## src/verilog/kpcs_stat_pkg.sv

```systemverilog
`default_nettype none
package kpcs_stat_pkg;

	// Management register offsets, device address 1.
	localparam logic [15:0] LANE2_PACKET_END_ERROR_COUNT_OFF = 16'h8012;
	localparam logic [15:0] LANE3_PACKET_END_ERROR_COUNT_OFF = 16'h8013;
	localparam logic [15:0] TX_IDLE_DROP_COUNT_OFF = 16'h8014;
	localparam logic [15:0] TX_IDLE_INSERT_COUNT_OFF = 16'h8015;
	localparam logic [15:0] RX_IDLE_DROP_COUNT_OFF = 16'h8016;
	localparam logic [15:0] RX_IDLE_INSERT_COUNT_OFF = 16'h8017;
	localparam logic [15:0] PCS_ERROR_STATUS_OFF = 16'h8018;
	localparam logic [15:0] DEV_ADDR = 16'h0001;

	// Counter block layout.
	localparam int NUM_COUNTERS = 6;
	localparam int CNT_WIDTH = 16;
	localparam logic [15:0] CNT_RESET = 16'hfffd;
	localparam logic [15:0] CNT_MAX = 16'hffff;
	localparam logic [15:0] CNT_ONE = 16'h0001;
	localparam logic [15:0] CNT_ZERO = 16'h0000;
	localparam logic [15:0] STATUS_RESET = 16'h0000;
	localparam logic [15:0] NUM_COUNTERS_W = 16'h0006;

	// Counter indices within the block.
	localparam int CNT_LANE2_EOP = 0;
	localparam int CNT_LANE3_EOP = 1;
	localparam int CNT_TX_DEL = 2;
	localparam int CNT_TX_INS = 3;
	localparam int CNT_RX_DEL = 4;
	localparam int CNT_RX_INS = 5;

	// Status register field positions.
	localparam int ST_LOCK_BIT = 15;
	localparam int ST_START_COL_BIT = 5;
	localparam int ST_TERM_COL_BIT = 4;
	localparam int ST_FLAGS_W = 6;
	localparam logic [5:0] ST_FLAGS_RESET = 6'h00;

	// Lane code groups, meaningful when the lane's control bit is set.
	localparam logic [7:0] CODE_IDLE_K = 8'hbc;
	localparam logic [7:0] CODE_ALIGN_A = 8'h7c;
	localparam logic [7:0] CODE_SKIP_R = 8'h1c;
	localparam logic [7:0] CODE_START = 8'hfb;
	localparam logic [7:0] CODE_TERM = 8'hfd;
	localparam logic [7:0] CODE_ERROR = 8'hfe;
	localparam logic [7:0] CODE_SEQ_Q = 8'h9c;

	typedef struct packed {
		logic [3:0] ctl;
		logic [31:0] data;
	} kpcs_column_t;

	typedef struct packed {
		logic rd;
		logic [15:0] addr;
	} kpcs_mgmt_req_t;

endpackage
`default_nettype wire

```

## src/verilog/kpcs_stat_counters.sv

```systemverilog
`timescale 1ns/1ns
`default_nettype none
module kpcs_stat_counters (
	// Clock, reset and enable.
	input wire logic core_clk,
	input wire logic sys_rst,
	input wire logic clk_en,
	// Incoming column, one per enabled cycle.
	input wire kpcs_stat_pkg::kpcs_column_t rx_column,
	// Rate compensation and pattern checker events.
	input wire logic tx_idle_deletions,
	input wire logic tx_idle_additions,
	input wire logic rx_idle_deletions,
	input wire logic rx_idle_additions,
	input wire logic tx_pattern_checker_locked,
	// Management read port.
	input wire kpcs_stat_pkg::kpcs_mgmt_req_t mgmt_req,
	output logic [15:0] mgmt_rd_data,
	output logic mgmt_rd_valid
);

	logic [15:0] cnt_reg [kpcs_stat_pkg::NUM_COUNTERS];
	logic [kpcs_stat_pkg::NUM_COUNTERS-1:0] evt;
	logic [kpcs_stat_pkg::NUM_COUNTERS-1:0] rd_hit;
	logic [15:0] cnt_sel;
	logic st_hit;
	logic [kpcs_stat_pkg::ST_FLAGS_W-1:0] flags_reg;
	logic [kpcs_stat_pkg::ST_FLAGS_W-1:0] flags_set;
	logic lock_reg;
	logic term2_pend_reg;
	logic term2_l3bad_reg;
	logic term3_pend_reg;
	logic next_ka;
	logic [3:0] is_k;
	logic [3:0] is_a;
	logic [3:0] is_t;
	logic [3:0] is_s;
	logic [3:0] bad_lane;
	logic bad_start;
	logic bad_term;
	logic [15:0] rd_data_reg;
	logic rd_valid_reg;
	logic [15:0] rd_data_next;

	assign mgmt_rd_data = rd_data_reg;
	assign mgmt_rd_valid = rd_valid_reg;

	// Per-lane decode of the incoming column.
	genvar ln;
	generate
		for (ln = 0; ln < 4; ln++) begin : g_lane
			logic [7:0] code;
			assign code = rx_column.data[8*ln +: 8];
			assign is_k[ln] = rx_column.ctl[ln] &&
				code == kpcs_stat_pkg::CODE_IDLE_K;
			assign is_a[ln] = rx_column.ctl[ln] &&
				code == kpcs_stat_pkg::CODE_ALIGN_A;
			assign is_t[ln] = rx_column.ctl[ln] &&
				code == kpcs_stat_pkg::CODE_TERM;
			assign is_s[ln] = rx_column.ctl[ln] &&
				code == kpcs_stat_pkg::CODE_START;
			assign bad_lane[ln] = rx_column.ctl[ln] && !(is_k[ln] ||
				is_a[ln] || is_t[ln] || is_s[ln] ||
				code == kpcs_stat_pkg::CODE_SKIP_R ||
				code == kpcs_stat_pkg::CODE_ERROR ||
				code == kpcs_stat_pkg::CODE_SEQ_Q);
		end
	endgenerate

	assign next_ka = (&is_k) || (&is_a);

	// A start belongs in lane 0 with data in the other three lanes.
	assign bad_start = (|is_s[3:1]) ||
		(is_s[0] && (|rx_column.ctl[3:1]));

	// After a terminate every later lane must carry an idle.
	always_comb begin
		logic seen;
		seen = 1'b0;
		bad_term = 1'b0;
		for (int i = 0; i < 4; i++) begin
			if (seen && !is_k[i]) begin
				bad_term = 1'b1;
			end
			if (is_t[i]) begin
				seen = 1'b1;
			end
		end
	end

	assign flags_set = {bad_start, bad_term, bad_lane};

	// The terminate column is judged once the column after it arrives.
	always_ff @(posedge core_clk or posedge sys_rst) begin
		if (sys_rst) begin
			term2_pend_reg <= 1'b0;
			term2_l3bad_reg <= 1'b0;
			term3_pend_reg <= 1'b0;
		end else if (clk_en) begin
			term2_pend_reg <= is_t[2];
			term2_l3bad_reg <= !is_k[3];
			term3_pend_reg <= is_t[3];
		end
	end

	assign evt[kpcs_stat_pkg::CNT_LANE2_EOP] = term2_pend_reg &&
		(term2_l3bad_reg || !next_ka);
	assign evt[kpcs_stat_pkg::CNT_LANE3_EOP] = term3_pend_reg &&
		!next_ka;
	assign evt[kpcs_stat_pkg::CNT_TX_DEL] = tx_idle_deletions;
	assign evt[kpcs_stat_pkg::CNT_TX_INS] = tx_idle_additions;
	assign evt[kpcs_stat_pkg::CNT_RX_DEL] = rx_idle_deletions;
	assign evt[kpcs_stat_pkg::CNT_RX_INS] = rx_idle_additions;

	// Address decode of the counter block and the status register.
	assign cnt_sel = mgmt_req.addr -
		kpcs_stat_pkg::LANE2_PACKET_END_ERROR_COUNT_OFF;
	assign st_hit = mgmt_req.rd &&
		mgmt_req.addr == kpcs_stat_pkg::PCS_ERROR_STATUS_OFF;

	// A read that meets an event leaves one count behind, so no event is lost.
	genvar g;
	generate
		for (g = 0; g < kpcs_stat_pkg::NUM_COUNTERS; g++) begin : g_cnt
			assign rd_hit[g] = mgmt_req.rd && cnt_sel == 16'(g);
			always_ff @(posedge core_clk or posedge sys_rst) begin
				if (sys_rst) begin
					cnt_reg[g] <= kpcs_stat_pkg::CNT_RESET;
				end else if (clk_en) begin
					if (rd_hit[g]) begin
						cnt_reg[g] <= evt[g] ? kpcs_stat_pkg::CNT_ONE :
							kpcs_stat_pkg::CNT_ZERO;
					end else if (evt[g] &&
						cnt_reg[g] != kpcs_stat_pkg::CNT_MAX) begin
						cnt_reg[g] <= cnt_reg[g] + kpcs_stat_pkg::CNT_ONE;
					end
				end
			end
		end
	endgenerate

	// Status flags latch high; a read clears them but a new event wins.
	always_ff @(posedge core_clk or posedge sys_rst) begin
		if (sys_rst) begin
			flags_reg <= kpcs_stat_pkg::ST_FLAGS_RESET;
		end else if (clk_en) begin
			flags_reg <= (st_hit ? kpcs_stat_pkg::ST_FLAGS_RESET : flags_reg) |
				flags_set;
		end
	end

	always_ff @(posedge core_clk or posedge sys_rst) begin
		if (sys_rst) begin
			lock_reg <= 1'b0;
		end else if (clk_en) begin
			lock_reg <= tx_pattern_checker_locked;
		end
	end

	// Read mux; unmapped offsets read as zero.
	always_comb begin
		rd_data_next = kpcs_stat_pkg::CNT_ZERO;
		if (st_hit) begin
			rd_data_next = kpcs_stat_pkg::STATUS_RESET;
			rd_data_next[kpcs_stat_pkg::ST_LOCK_BIT] = lock_reg;
			rd_data_next[kpcs_stat_pkg::ST_FLAGS_W-1:0] = flags_reg;
		end else if (cnt_sel < kpcs_stat_pkg::NUM_COUNTERS_W) begin
			rd_data_next = cnt_reg[cnt_sel[2:0]];
		end
	end

	always_ff @(posedge core_clk or posedge sys_rst) begin
		if (sys_rst) begin
			rd_data_reg <= kpcs_stat_pkg::CNT_ZERO;
			rd_valid_reg <= 1'b0;
		end else if (clk_en) begin
			rd_valid_reg <= mgmt_req.rd;
			if (mgmt_req.rd) begin
				rd_data_reg <= rd_data_next;
			end
		end
	end
endmodule
`default_nettype wire

```

## config.mk

```make
export PLATFORM = sky130hd
export DESIGN_NAME = kpcs_stat_counters
export DESIGN_NICKNAME = d
export VERILOG_FILES = /design/src/verilog/kpcs_stat_pkg.sv /design/src/verilog/kpcs_stat_counters.sv
export SDC_FILE = /design/constraint.sdc
export NUM_CORES = 1
export LEC_CHECK = 0
export BUFFER_PORTS_ARGS = -buffer_cell sky130_fd_sc_hd__buf_4
export CAP_MARGIN = 0
export CELL_PAD_IN_SITES_DETAIL_PLACEMENT = 0
export CELL_PAD_IN_SITES_GLOBAL_PLACEMENT = 2
export CORE_MARGIN = 1.5
export CORE_UTILIZATION = 40
export DETAILED_ROUTE_END_ITERATION = 8
export PLACE_DENSITY = 0.95
export SYNTH_ARGS = -nofsm -noshare
export SYNTH_HDL_FRONTEND = slang
export SYNTH_SLANG_ARGS = --single-unit
```

## constraint.sdc

```tcl
create_clock -name core_clk -period 9.5 [get_ports core_clk]
set_clock_uncertainty 0.15 [all_clocks]
set_input_delay 1.9 -clock core_clk [delete_from_list [all_inputs] [get_ports core_clk]]
set_output_delay 1.9 -clock core_clk [all_outputs]
set_load 0.005 [all_outputs]
```

==> results.toml, run 1 <==
[outcome]
status = "completed"

[finish]
largest_reg_flops = 96
fillers = 1854
syn_to_final_growth_pct = 17.55
fin_nets = 1015
n_antenna_cell = 0
drive_gt1_share_pct = 25.62

[yosys]
synth.distinct_cells = 76
syn-instance-count = 883
synth_edf_count = 0
synthFlopType = "dfstp_2"
yosys_warnings = 0
synth-seq-cells = 123
yosysSeqAreaShare_pct = 40.14
async_flop_share_pct = 100.0
syn_area_per_cell_sq_um = 9.002
synth_area_sq_um = 7949
synth_nets = 951

[die]
num_rows = 51
pin_count = 78
die_w_um = 144.0
start_util_pct = 40.84
core_sq_um = 19460
fp.dieH_um = 144.0
fp.dieArea_sq_um = 20730

[clock_tree]
clk_latency_ns = 0.42
htree_levels = 4
postCtsSetupBuffers = 0
path_clk_slew_ns = 0.06
hold_buffers = 0
cts_made_buffers = 17
cts-root-buf = "clkbuf_16"
cts_tree = "yes"
clock_path_buffers = 2
cts.sinks = 123
cts_resized = 0

[setup_path]
r2r_cells = 7
critPathLaunchType = "primary input"
cp_slowest_cell = "nor2_1"
reg2reg_slack_ns = 6.41
crit_type = "primary input to flop"
critical_path.cell_chain = "buf_4, clkinv_1, ha_1, nor2_1, buf_4, and2_1, nand2_1, nor2_1, nor2_1"
crit_buf_inv = 3
crit_arrival_ns = 5.31
worstSetupEndpointType = "flop"
r2r_end = "cnt_reg[40]"
max_stage_delay_ns = 0.76
worstPathMaxFanout = 43
cpMostUsedCell = "nor2_1"
cpLargestDelayFamily = "simple AND/OR/NAND/NOR gates"
critPathLaunch = "mgmt_req[1]"
worst_ep_required_time_ns = 9.66
cp_num_cells = 9
r2r_start = "cnt_reg[35]"
cp-endpoint = "cnt_reg[12]"

[sta]
relSlewSlack_pct = 19.61
finalCritPeriodShare_pct = 54.29
finalMaxSlewViolations = 0
setup_tns_ns = 0
rsz0062_at_grt = "false"
finalSetupViolations = 0
tightest_slew_ns = 1.204
clock.fmax_mhz = 193.9
hold_viol_final = 0
postLayoutSetupSlackWorst_ns = 4.342
finalCriticalPeriod_ns = 5.158

[power_and_ir_drop]
leakagePower_nw = 3.596
power_per_cell_area_nw_per_um2 = 169.3
ir_drop_v = 0.0001199

[global_route]
grt_pass1_wl_um = 35520
grt_max_degree = 82
grt_usage_pct = 22.50
antenna_found_initial = 0
grt_overflow = 0
grt_pass1_vias = 6566

[route]
routedWlPerCell_um = 17.99
wirelength_um = 22040
avgViaCountPerCell = 5.533
vias = 6778
drt_iter0_drc = 613
post-route-drc-count = 0
first_pass_iters = 5
antenna_left = 0

[placed_design]
dp_slack_ns = 3.965
port_buffers = 77
hpwl_um = 16190
gp_congestion = 0.8323

[min_path]
min_path_type = "flop to flop"

[flow_run]
drv_cap = 0
[final cells by class]
class | instances | area, sq um | share of cell area [%]
Clock buffer | 21 | 460.4 | 4.928
Clock inverter | 11 | 166.4 | 1.781
Inverter | 21 | 81.33 | 0.8704
Multi-Input combinational cell | 705 | 4521 | 48.38
Sequential cell | 123 | 3191 | 34.15
Tap cell | 265 | 331.6 | 3.548
Timing Repair Buffer | 79 | 593.1 | 6.347
[Yosys cell counts, types with 8 or more instances]
cell type / count / area share, %
a211oi_1: 9 / 0.85
a21o_1: 11 / 1.0
a21oi_1: 30 / 1.9
and2_1: 8 / 0.63
and3_1: 16 / 1.3
and4_1: 9 / 0.99
clkbuf_1: 21 / 0.99
dfrtp_1: 33 / 10
dfstp_2: 90 / 30
inv_1: 20 / 0.94
mux2_2: 14 / 2.0
mux2i_1: 16 / 2.0
nand2_1: 84 / 4.0
nand3_1: 39 / 2.5
nand4_1: 32 / 2.5
nor2_1: 117 / 5.5
nor2_2: 10 / 0.79
nor3_1: 27 / 1.7
nor4_1: 16 / 1.3
o21a_1: 10 / 0.94
o21ai_0: 38 / 2.4
o31ai_1: 10 / 0.94
or3_1: 8 / 0.63
xnor2_1: 44 / 4.8
xor2_1: 45 / 5.0
[per-stage QoR]
stage               total power [mW]  cell area [sq um]  hold slack, ns  std cells  util (%)
floorplan                     0.7974               7949          0.2997        883         -
global placement              0.8914               8717          0.3155       1193     44.79
detailed placement            0.8936               8717          0.3196       1193     44.79
CTS                            1.592               9344          0.3327       1225     48.01
global route                   1.651               9344          0.3654       1225     48.01
finish                         1.582               9344          0.3244       1225     48.01
[logic make-up (layout without fill, tap and decap cells)]
group / count (synthesis) / after routing / share of synthesized area [%]
and+or+nand+nor: 418 / 418 / 27.74
adders and majority gates: 7 / 7 / 1.102
muxes: 32 / 32 / 4.565
xor gates and xnor gates: 89 / 89 / 9.806
AOI/OAI and AO/OA: 159 / 159 / 13.66
buffers and inverters: 55 / 132 / 2.991
DFF: 123 / 123 / 40.14
[per-layer routing]
| layer | GRT usage, % | vias up | part of all wire (%) |
|---|---|---|---|
| met2 | 36.49 | 161 | 47 |
| li1 | - | 3322 | - |
| met1 | 30.26 | 3261 | 46 |
| met3 | 3.775 | 34 | 4.1 |
| met5 | 0 | - | 0 |
| met4 | 7.948 | 0 | 2.2 |
[how the worst min path moves through the flow]
stage,start,to,slack [ns],cells past startpoint
3_5_place_dp,mgmt_rd_data[10],mgmt_rd_data[10],0.32,2
5_1_grt,mgmt_rd_data[13],mgmt_rd_data[13],0.37,2
2_1_floorplan,term2_pend_reg,term2_pend_reg,0.30,2
6_report,mgmt_rd_data[10],mgmt_rd_data[10],0.32,2
4_1_cts,mgmt_rd_data[13],mgmt_rd_data[13],0.33,2
3_3_place_gp,mgmt_rd_data[10],mgmt_rd_data[10],0.32,2
[power breakdown]
part,switching (mW),internal [mW]
Sequential,0.0700,0.601
Combinational,0.119,0.0970
Clock,0.243,0.452
Total,0.432,1.15
[worst register-to-register path, cell delays in order (launching register included)]
cell and delay (ns):
dfstp_2 0.60, nand4_1 0.25, nor4_1 0.80, a41oi_1 0.34
and2_0 0.42, nor3b_1 0.24, xnor2_1 0.14, nor2_1 0.05
[placed cells by master, fill, tap and decap left out, types with 4 or more instances in the layout]
cell and n:
buf_4 79, a211oi_1 9, ha_1 7, and4_1 9
or3_1 8, dfstp_2 90, a21boi_0 5, xnor2_1 44
o21a_1 10, nor4b_1 4, a22o_1 4, nor2b_1 6
nor2_1 117, nand3_1 39, and3_1 16, nand4_1 32
xor2_1 45, nor2_2 10, a31oi_1 7, mux2_2 14
o31ai_1 10, nand2_1 84, nor3_1 27, and2_1 8
nor4_1 16, o21ai_0 38, a222oi_1 5, bufinv_16 4
o22ai_1 4, mux2i_1 16, a21o_1 11, clkbuf_16 17
a21oi_1 30, nand3b_1 7, inv_1 19, dfrtp_1 33
nand2b_1 5
No activity file was read; power rests on OpenSTA's default activity.
==> inputs of run 2 (changes only) <==
Settings changed: ABC_AREA from default to 1, CORE_UTILIZATION 40 to 30, PLACE_DENSITY 0.95 to 0.85.
Clock period 9.5 ns to 4.7 ns, I/O delays scaled along.
==> results.toml, run 2 <==
[route]
antenna_left = 0
routedWlPerCell_um = 15.48
wirelength_um = 27600
first_pass_iters = 5
post-route-drc-count = 0
vias = 8580
drt_iter0_drc = 548
avgViaCountPerCell = 4.812

[setup_path]
critical_path.cell_chain = "buf_4, inv_2, ha_1, buf_4, inv_1, nor2_1, inv_1, nor3_2, nand3_2, nand2_2, inv_2, nand2_1, nand2_1"
r2r_start = "cnt_reg[81]"
worstSetupEndpointType = "flop"
crit_type = "primary input to flop"
worstPathMaxFanout = 24
crit_arrival_ns = 3.42
reg2reg_slack_ns = 1.84
worst_ep_required_time_ns = 4.85
max_stage_delay_ns = 0.31
r2r_cells = 11
cp_slowest_cell = "nor3_2"
critPathLaunchType = "primary input"
r2r_end = "cnt_reg[81]"

[finish]
syn_to_final_growth_pct = 17.70
drive_gt1_share_pct = 17.23
fin_nets = 1454
largest_reg_flops = 96
layout_commonest_cell = "nand2_1"
final_util_pct = 35.85
final_cells = 1783
fillers = 3163
n_antenna_cell = 0
final_cell_mix = "nand2_1 (344), inv_1 (222), nor2_1 (151)"

[sta]
finalCritPeriodShare_pct = 69.56
setup_tns_ns = 0
finalMaxSlewViolations = 0
hold_viol_final = 0
clock.fmax_mhz = 305.9
finalCriticalPeriod_ns = 3.269
relSlewSlack_pct = 37.23
postLayoutSetupSlackWorst_ns = 1.431
rsz0062_at_grt = "false"
tightest_slew_ns = 0.9416
finalSetupViolations = 0

[yosys]
synthTopCellsByCount = "nand2_1 (344), inv_1 (223), nor2_1 (151)"
yosysTopAreaCell = "dfstp_2"
synth.distinct_cells = 50
netlist_top_cells_area = "dfstp_2 (27%), nand2_1 (15%), inv_1 (9.6%), dfrtp_1 (9.4%), nand3_1 (7.1%)"
synth-seq-cells = 123
yosysSeqAreaShare_pct = 36.50
synth_edf_count = 0
synthFlopType = "dfstp_2"
syn-instance-count = 1314
synth_most_common_cell = "nand2_1"
synth_area_sq_um = 8742
synth_top_area_share_pct = 27.05
syn_area_per_cell_sq_um = 6.653
yosys_warnings = 0
async_flop_share_pct = 100.0
synth_nets = 1382

[die]
start_util_pct = 30.46
fp.dieH_um = 173.7
die_w_um = 173.7
pin_count = 78
core_sq_um = 28700
num_rows = 62
fp.dieArea_sq_um = 30170

[clock_tree]
cts_tree = "yes"
clock_path_buffers = 2
cts_resized = 0
cts_made_buffers = 17
htree_levels = 4
path_clk_slew_ns = 0.06
postCtsSetupBuffers = 0
clk_latency_ns = 0.42
cts.sinks = 123
hold_buffers = 0
cts-root-buf = "clkbuf_16"

[outcome]
status = "completed"

[placed_design]
port_buffers = 77
place_inst = 1751
dp_slack_ns = 1.042
hpwl_um = 21200
gp_congestion = 0.8423

[min_path]
min_path_cells = 2
min_path_type = "flop to flop"
hold_path.startpoint = "lock_reg"
holdPathEnd = "lock_reg"

[global_route]
grt_usage_pct = 18.73
grt_overflow = 0
grt_pass1_vias = 8166
antenna_found_initial = 0
grt_pass1_wl_um = 44420
grt_max_degree = 68

[flow_run]
drv_cap = 0

[power_and_ir_drop]
power_per_cell_area_nw_per_um2 = 349.9
finalPower_mw = 3.600
ir_drop_v = 0.0002616
leakagePower_nw = 5.302
-- run 2: final cells by class --
class | count | area [sq um] | share of cell area (%)
clock inverter | 10 | 90.09 | 0.8755
inverter | 233 | 879.6 | 8.548
tap | 384 | 480.5 | 4.669
timing repair buffer | 82 | 628.1 | 6.104
sequential | 123 | 3191 | 31.01
multi-input combinational | 929 | 4527 | 43.99
clock buffer | 22 | 494.2 | 4.803
-- run 2: how the worst max path moves through the flow --
stage	from	slack [ns]	to	cells past startpoint
2_1_floorplan	sys_rst	0.49	cnt_reg[17]	1
4_1_cts	mgmt_req[1]	1.47	cnt_reg[65]	13
3_5_place_dp	mgmt_req[1]	1.04	cnt_reg[65]	13
6_report	mgmt_req[1]	1.43	cnt_reg[65]	13
5_1_grt	mgmt_req[1]	1.22	cnt_reg[65]	13
3_3_place_gp	mgmt_req[1]	1.11	cnt_reg[65]	13
-- run 2: cells by family (layout without fill, tap and decap cells) --
family	Yosys count	count (layout)	synth area share, %
AND/OR/NAND/NOR	740	740	38.20
buffers and inverters	262	347	11.79
AO/OA/AOI/OAI	165	165	10.81
flip-flops	123	123	36.50
XOR/XNOR	17	17	1.703
adder cells (fa/ha/maj)	7	7	1.002
-- run 2: report_power, final --
| group | total [mW] | switching, mW | internal, mW |
|---|---|---|---|
| Clock | 1.30 | 0.503 | 0.795 |
| Sequential | 1.50 | 0.169 | 1.33 |
| Combinational | 0.802 | 0.519 | 0.283 |
| Total | 3.60 | 1.19 | 2.41 |
-- run 2: layer usage --
layer	part of all wire, %	global-route usage (%)
met1	48	25.35
met2	46	30.15
met3	4.4	3.224
met4	2.1	6.430
met5	0	0
-- run 2: through the flow --
step / cell area, sq um / hold slack (ns)
2_1_floorplan: 8742 / 0.2922
3_3_place_gp: 9706 / 0.3125
3_5_place_dp: 9706 / 0.3107
4_1_cts: 10290 / 0.3277
5_1_grt: 10290 / 0.3432
6_report: 10290 / 0.3248
-- run 2: critical path, delay by kind of cell --
kind                     cells  cell delay (ns)
AND/OR/NAND/NOR              6             1.24
adder cells (fa/ha/maj)      1             0.28
buffers and inverters        6             0.95
==> inputs of run 3 (changes only) <==
Clock period 4.7 ns to 2.7 ns, I/O delays scaled along.
==> results.toml, run 3 (synthesis results as in run 2) <==
[clock_tree]
clk_latency_ns = 0.44
cts.sinks = 123
htree_levels = 4
postCtsSetupBuffers = 0
cts-root-buf = "clkbuf_16"
path_clk_slew_ns = 0.06
clock_path_buffers = 2
cts_tree = "yes"
cts_made_buffers = 17

[global_route]
grt_overflow = 0
grt_max_degree = 41
grt_usage_pct = 19.06
antenna_found_initial = 0
grt_pass1_vias = 8414
grt_pass1_wl_um = 45430

[finish]
n_antenna_cell = 0
drive_gt1_share_pct = 19.60
syn_to_final_growth_pct = 21.87
largest_reg_flops = 96
final_cell_mix = "nand2_1 (343), inv_1 (222), nor2_1 (151)"
layout_commonest_cell = "nand2_1"
fin_nets = 1499

[setup_path]
crit_type = "flop to flop"
crit_arrival_ns = 2.67
worstSetupEndpointType = "flop"
worst_ep_required_time_ns = 2.91
worstPathMaxFanout = 15
critPathLaunchType = "flop"

[sta]
postLayoutSetupSlackWorst_ns = 0.2391
finalSetupViolations = 0
rsz0062_at_grt = "false"
hold_viol_final = 0
relSlewSlack_pct = 32.72
finalCritPeriodShare_pct = 91.15
finalCriticalPeriod_ns = 2.461
setup_tns_ns = 0
finalMaxSlewViolations = 0
clock.fmax_mhz = 406.3
tightest_slew_ns = 1.009

[route]
avgViaCountPerCell = 4.813
first_pass_iters = 6
post-route-drc-count = 0
vias = 8798
drt_iter0_drc = 512
antenna_left = 0
routedWlPerCell_um = 15.35
wirelength_um = 28060

[placed_design]
port_buffers = 77
gp_congestion = 0.8618
dp_slack_ns = -0.09613
hpwl_um = 21920

[flow_run]
drv_cap = 0

[min_path]
min_path_type = "primary input to flop"

[power_and_ir_drop]
p_int_mw = 4.185
finalPower_mw = 6.315
ir_drop_v = 0.0004505
p_seq_share_pct = 41.2
combPwrFrac_pct = 23.1
p_sw_mw = 2.130
power_per_cell_area_nw_per_um2 = 592.7
p_sw_share_pct = 33.73
p_clk_share_pct = 35.7
leakagePower_nw = 5.513

[die]
core_sq_um = 28700
pin_count = 78
start_util_pct = 30.46
fp.dieH_um = 173.7
fp.dieArea_sq_um = 30170
num_rows = 62
die_w_um = 173.7

[outcome]
status = "completed"
[run 3: repair_timing]
action,CTS,global route
endpoints found under the setup margin,0,1
hold buffers,1,0
gates resized for setup,0,1
hold endpoints to repair,9,0
[run 3: layout make-up]
| class | instances | area (sq um) |
|---|---|---|
| clock buffer | 23 | 478.0 |
| clock inverter | 9 | 88.84 |
| fill | 3067 | 18050 |
| inverter | 233 | 880.8 |
| multi-input combinational | 929 | 4529 |
| sequential | 123 | 3191 |
| tap | 384 | 480.5 |
| timing repair buffer | 127 | 1006 |
[run 3: layer usage]
metal,track usage (%),up-vias,wire length (um)
li1,-,4489,-
met1,26.61,4073,13730
met2,30.14,213,12550
met3,3.838,23,1403
met4,4.670,0,373
met5,0,-,0
[run 3: through the flow]
stage          instance area (sq um)  hold WS [ns]  instances  util, %
6_report                       10650        0.1723       1828    37.12
5_1_grt                        10650        0.1696       1828    37.12
4_1_cts                        10650        0.1691       1828    37.11
3_5_place_dp                   10070        0.3171       1795    35.10
3_3_place_gp                   10070        0.3098       1795    35.10
2_1_floorplan                   8746        0.2922       1314        -
[run 3: worst max-delay path, cell delays in order (launching register included)]
cell     delay (ns)
dfrtp_1        0.40
ha_1           0.21
nand2_1        0.07
inv_1          0.05
nand4_1        0.09
nor2_1         0.08
nand2_1        0.08
nor2_1         0.05
nand2_1        0.05
nand2_1        0.06
nor2_1         0.70
nand2_1        0.18
o21ai_1        0.17
nor2_1         0.05
[run 3: power by group through the flow]
stage,combinational [mW],clock [mW],sequential [mW]
2_1_floorplan,0.995,0,2.53
3_3_place_gp,1.44,0,2.62
3_5_place_dp,1.45,0,2.62
4_1_cts,1.46,2.29,2.60
5_1_grt,1.67,2.38,2.64
6_report,1.46,2.25,2.60
[run 3: final timing paths]
kind	startpoint	endpoint	slack (ns)	cells past startpoint
worst min register to register	lock_reg	lock_reg	0.33	2
worst min-delay path	tx_pattern_checker_locked	lock_reg	0.17	3
min in group asynchronous	sys_rst	flags_reg[0]	0.53	3
worst max register to register	cnt_reg[65]	cnt_reg[68]	0.24	13
max in group asynchronous	sys_rst	cnt_reg[62]	1.23	4
worst max-delay path	cnt_reg[65]	cnt_reg[68]	0.24	13
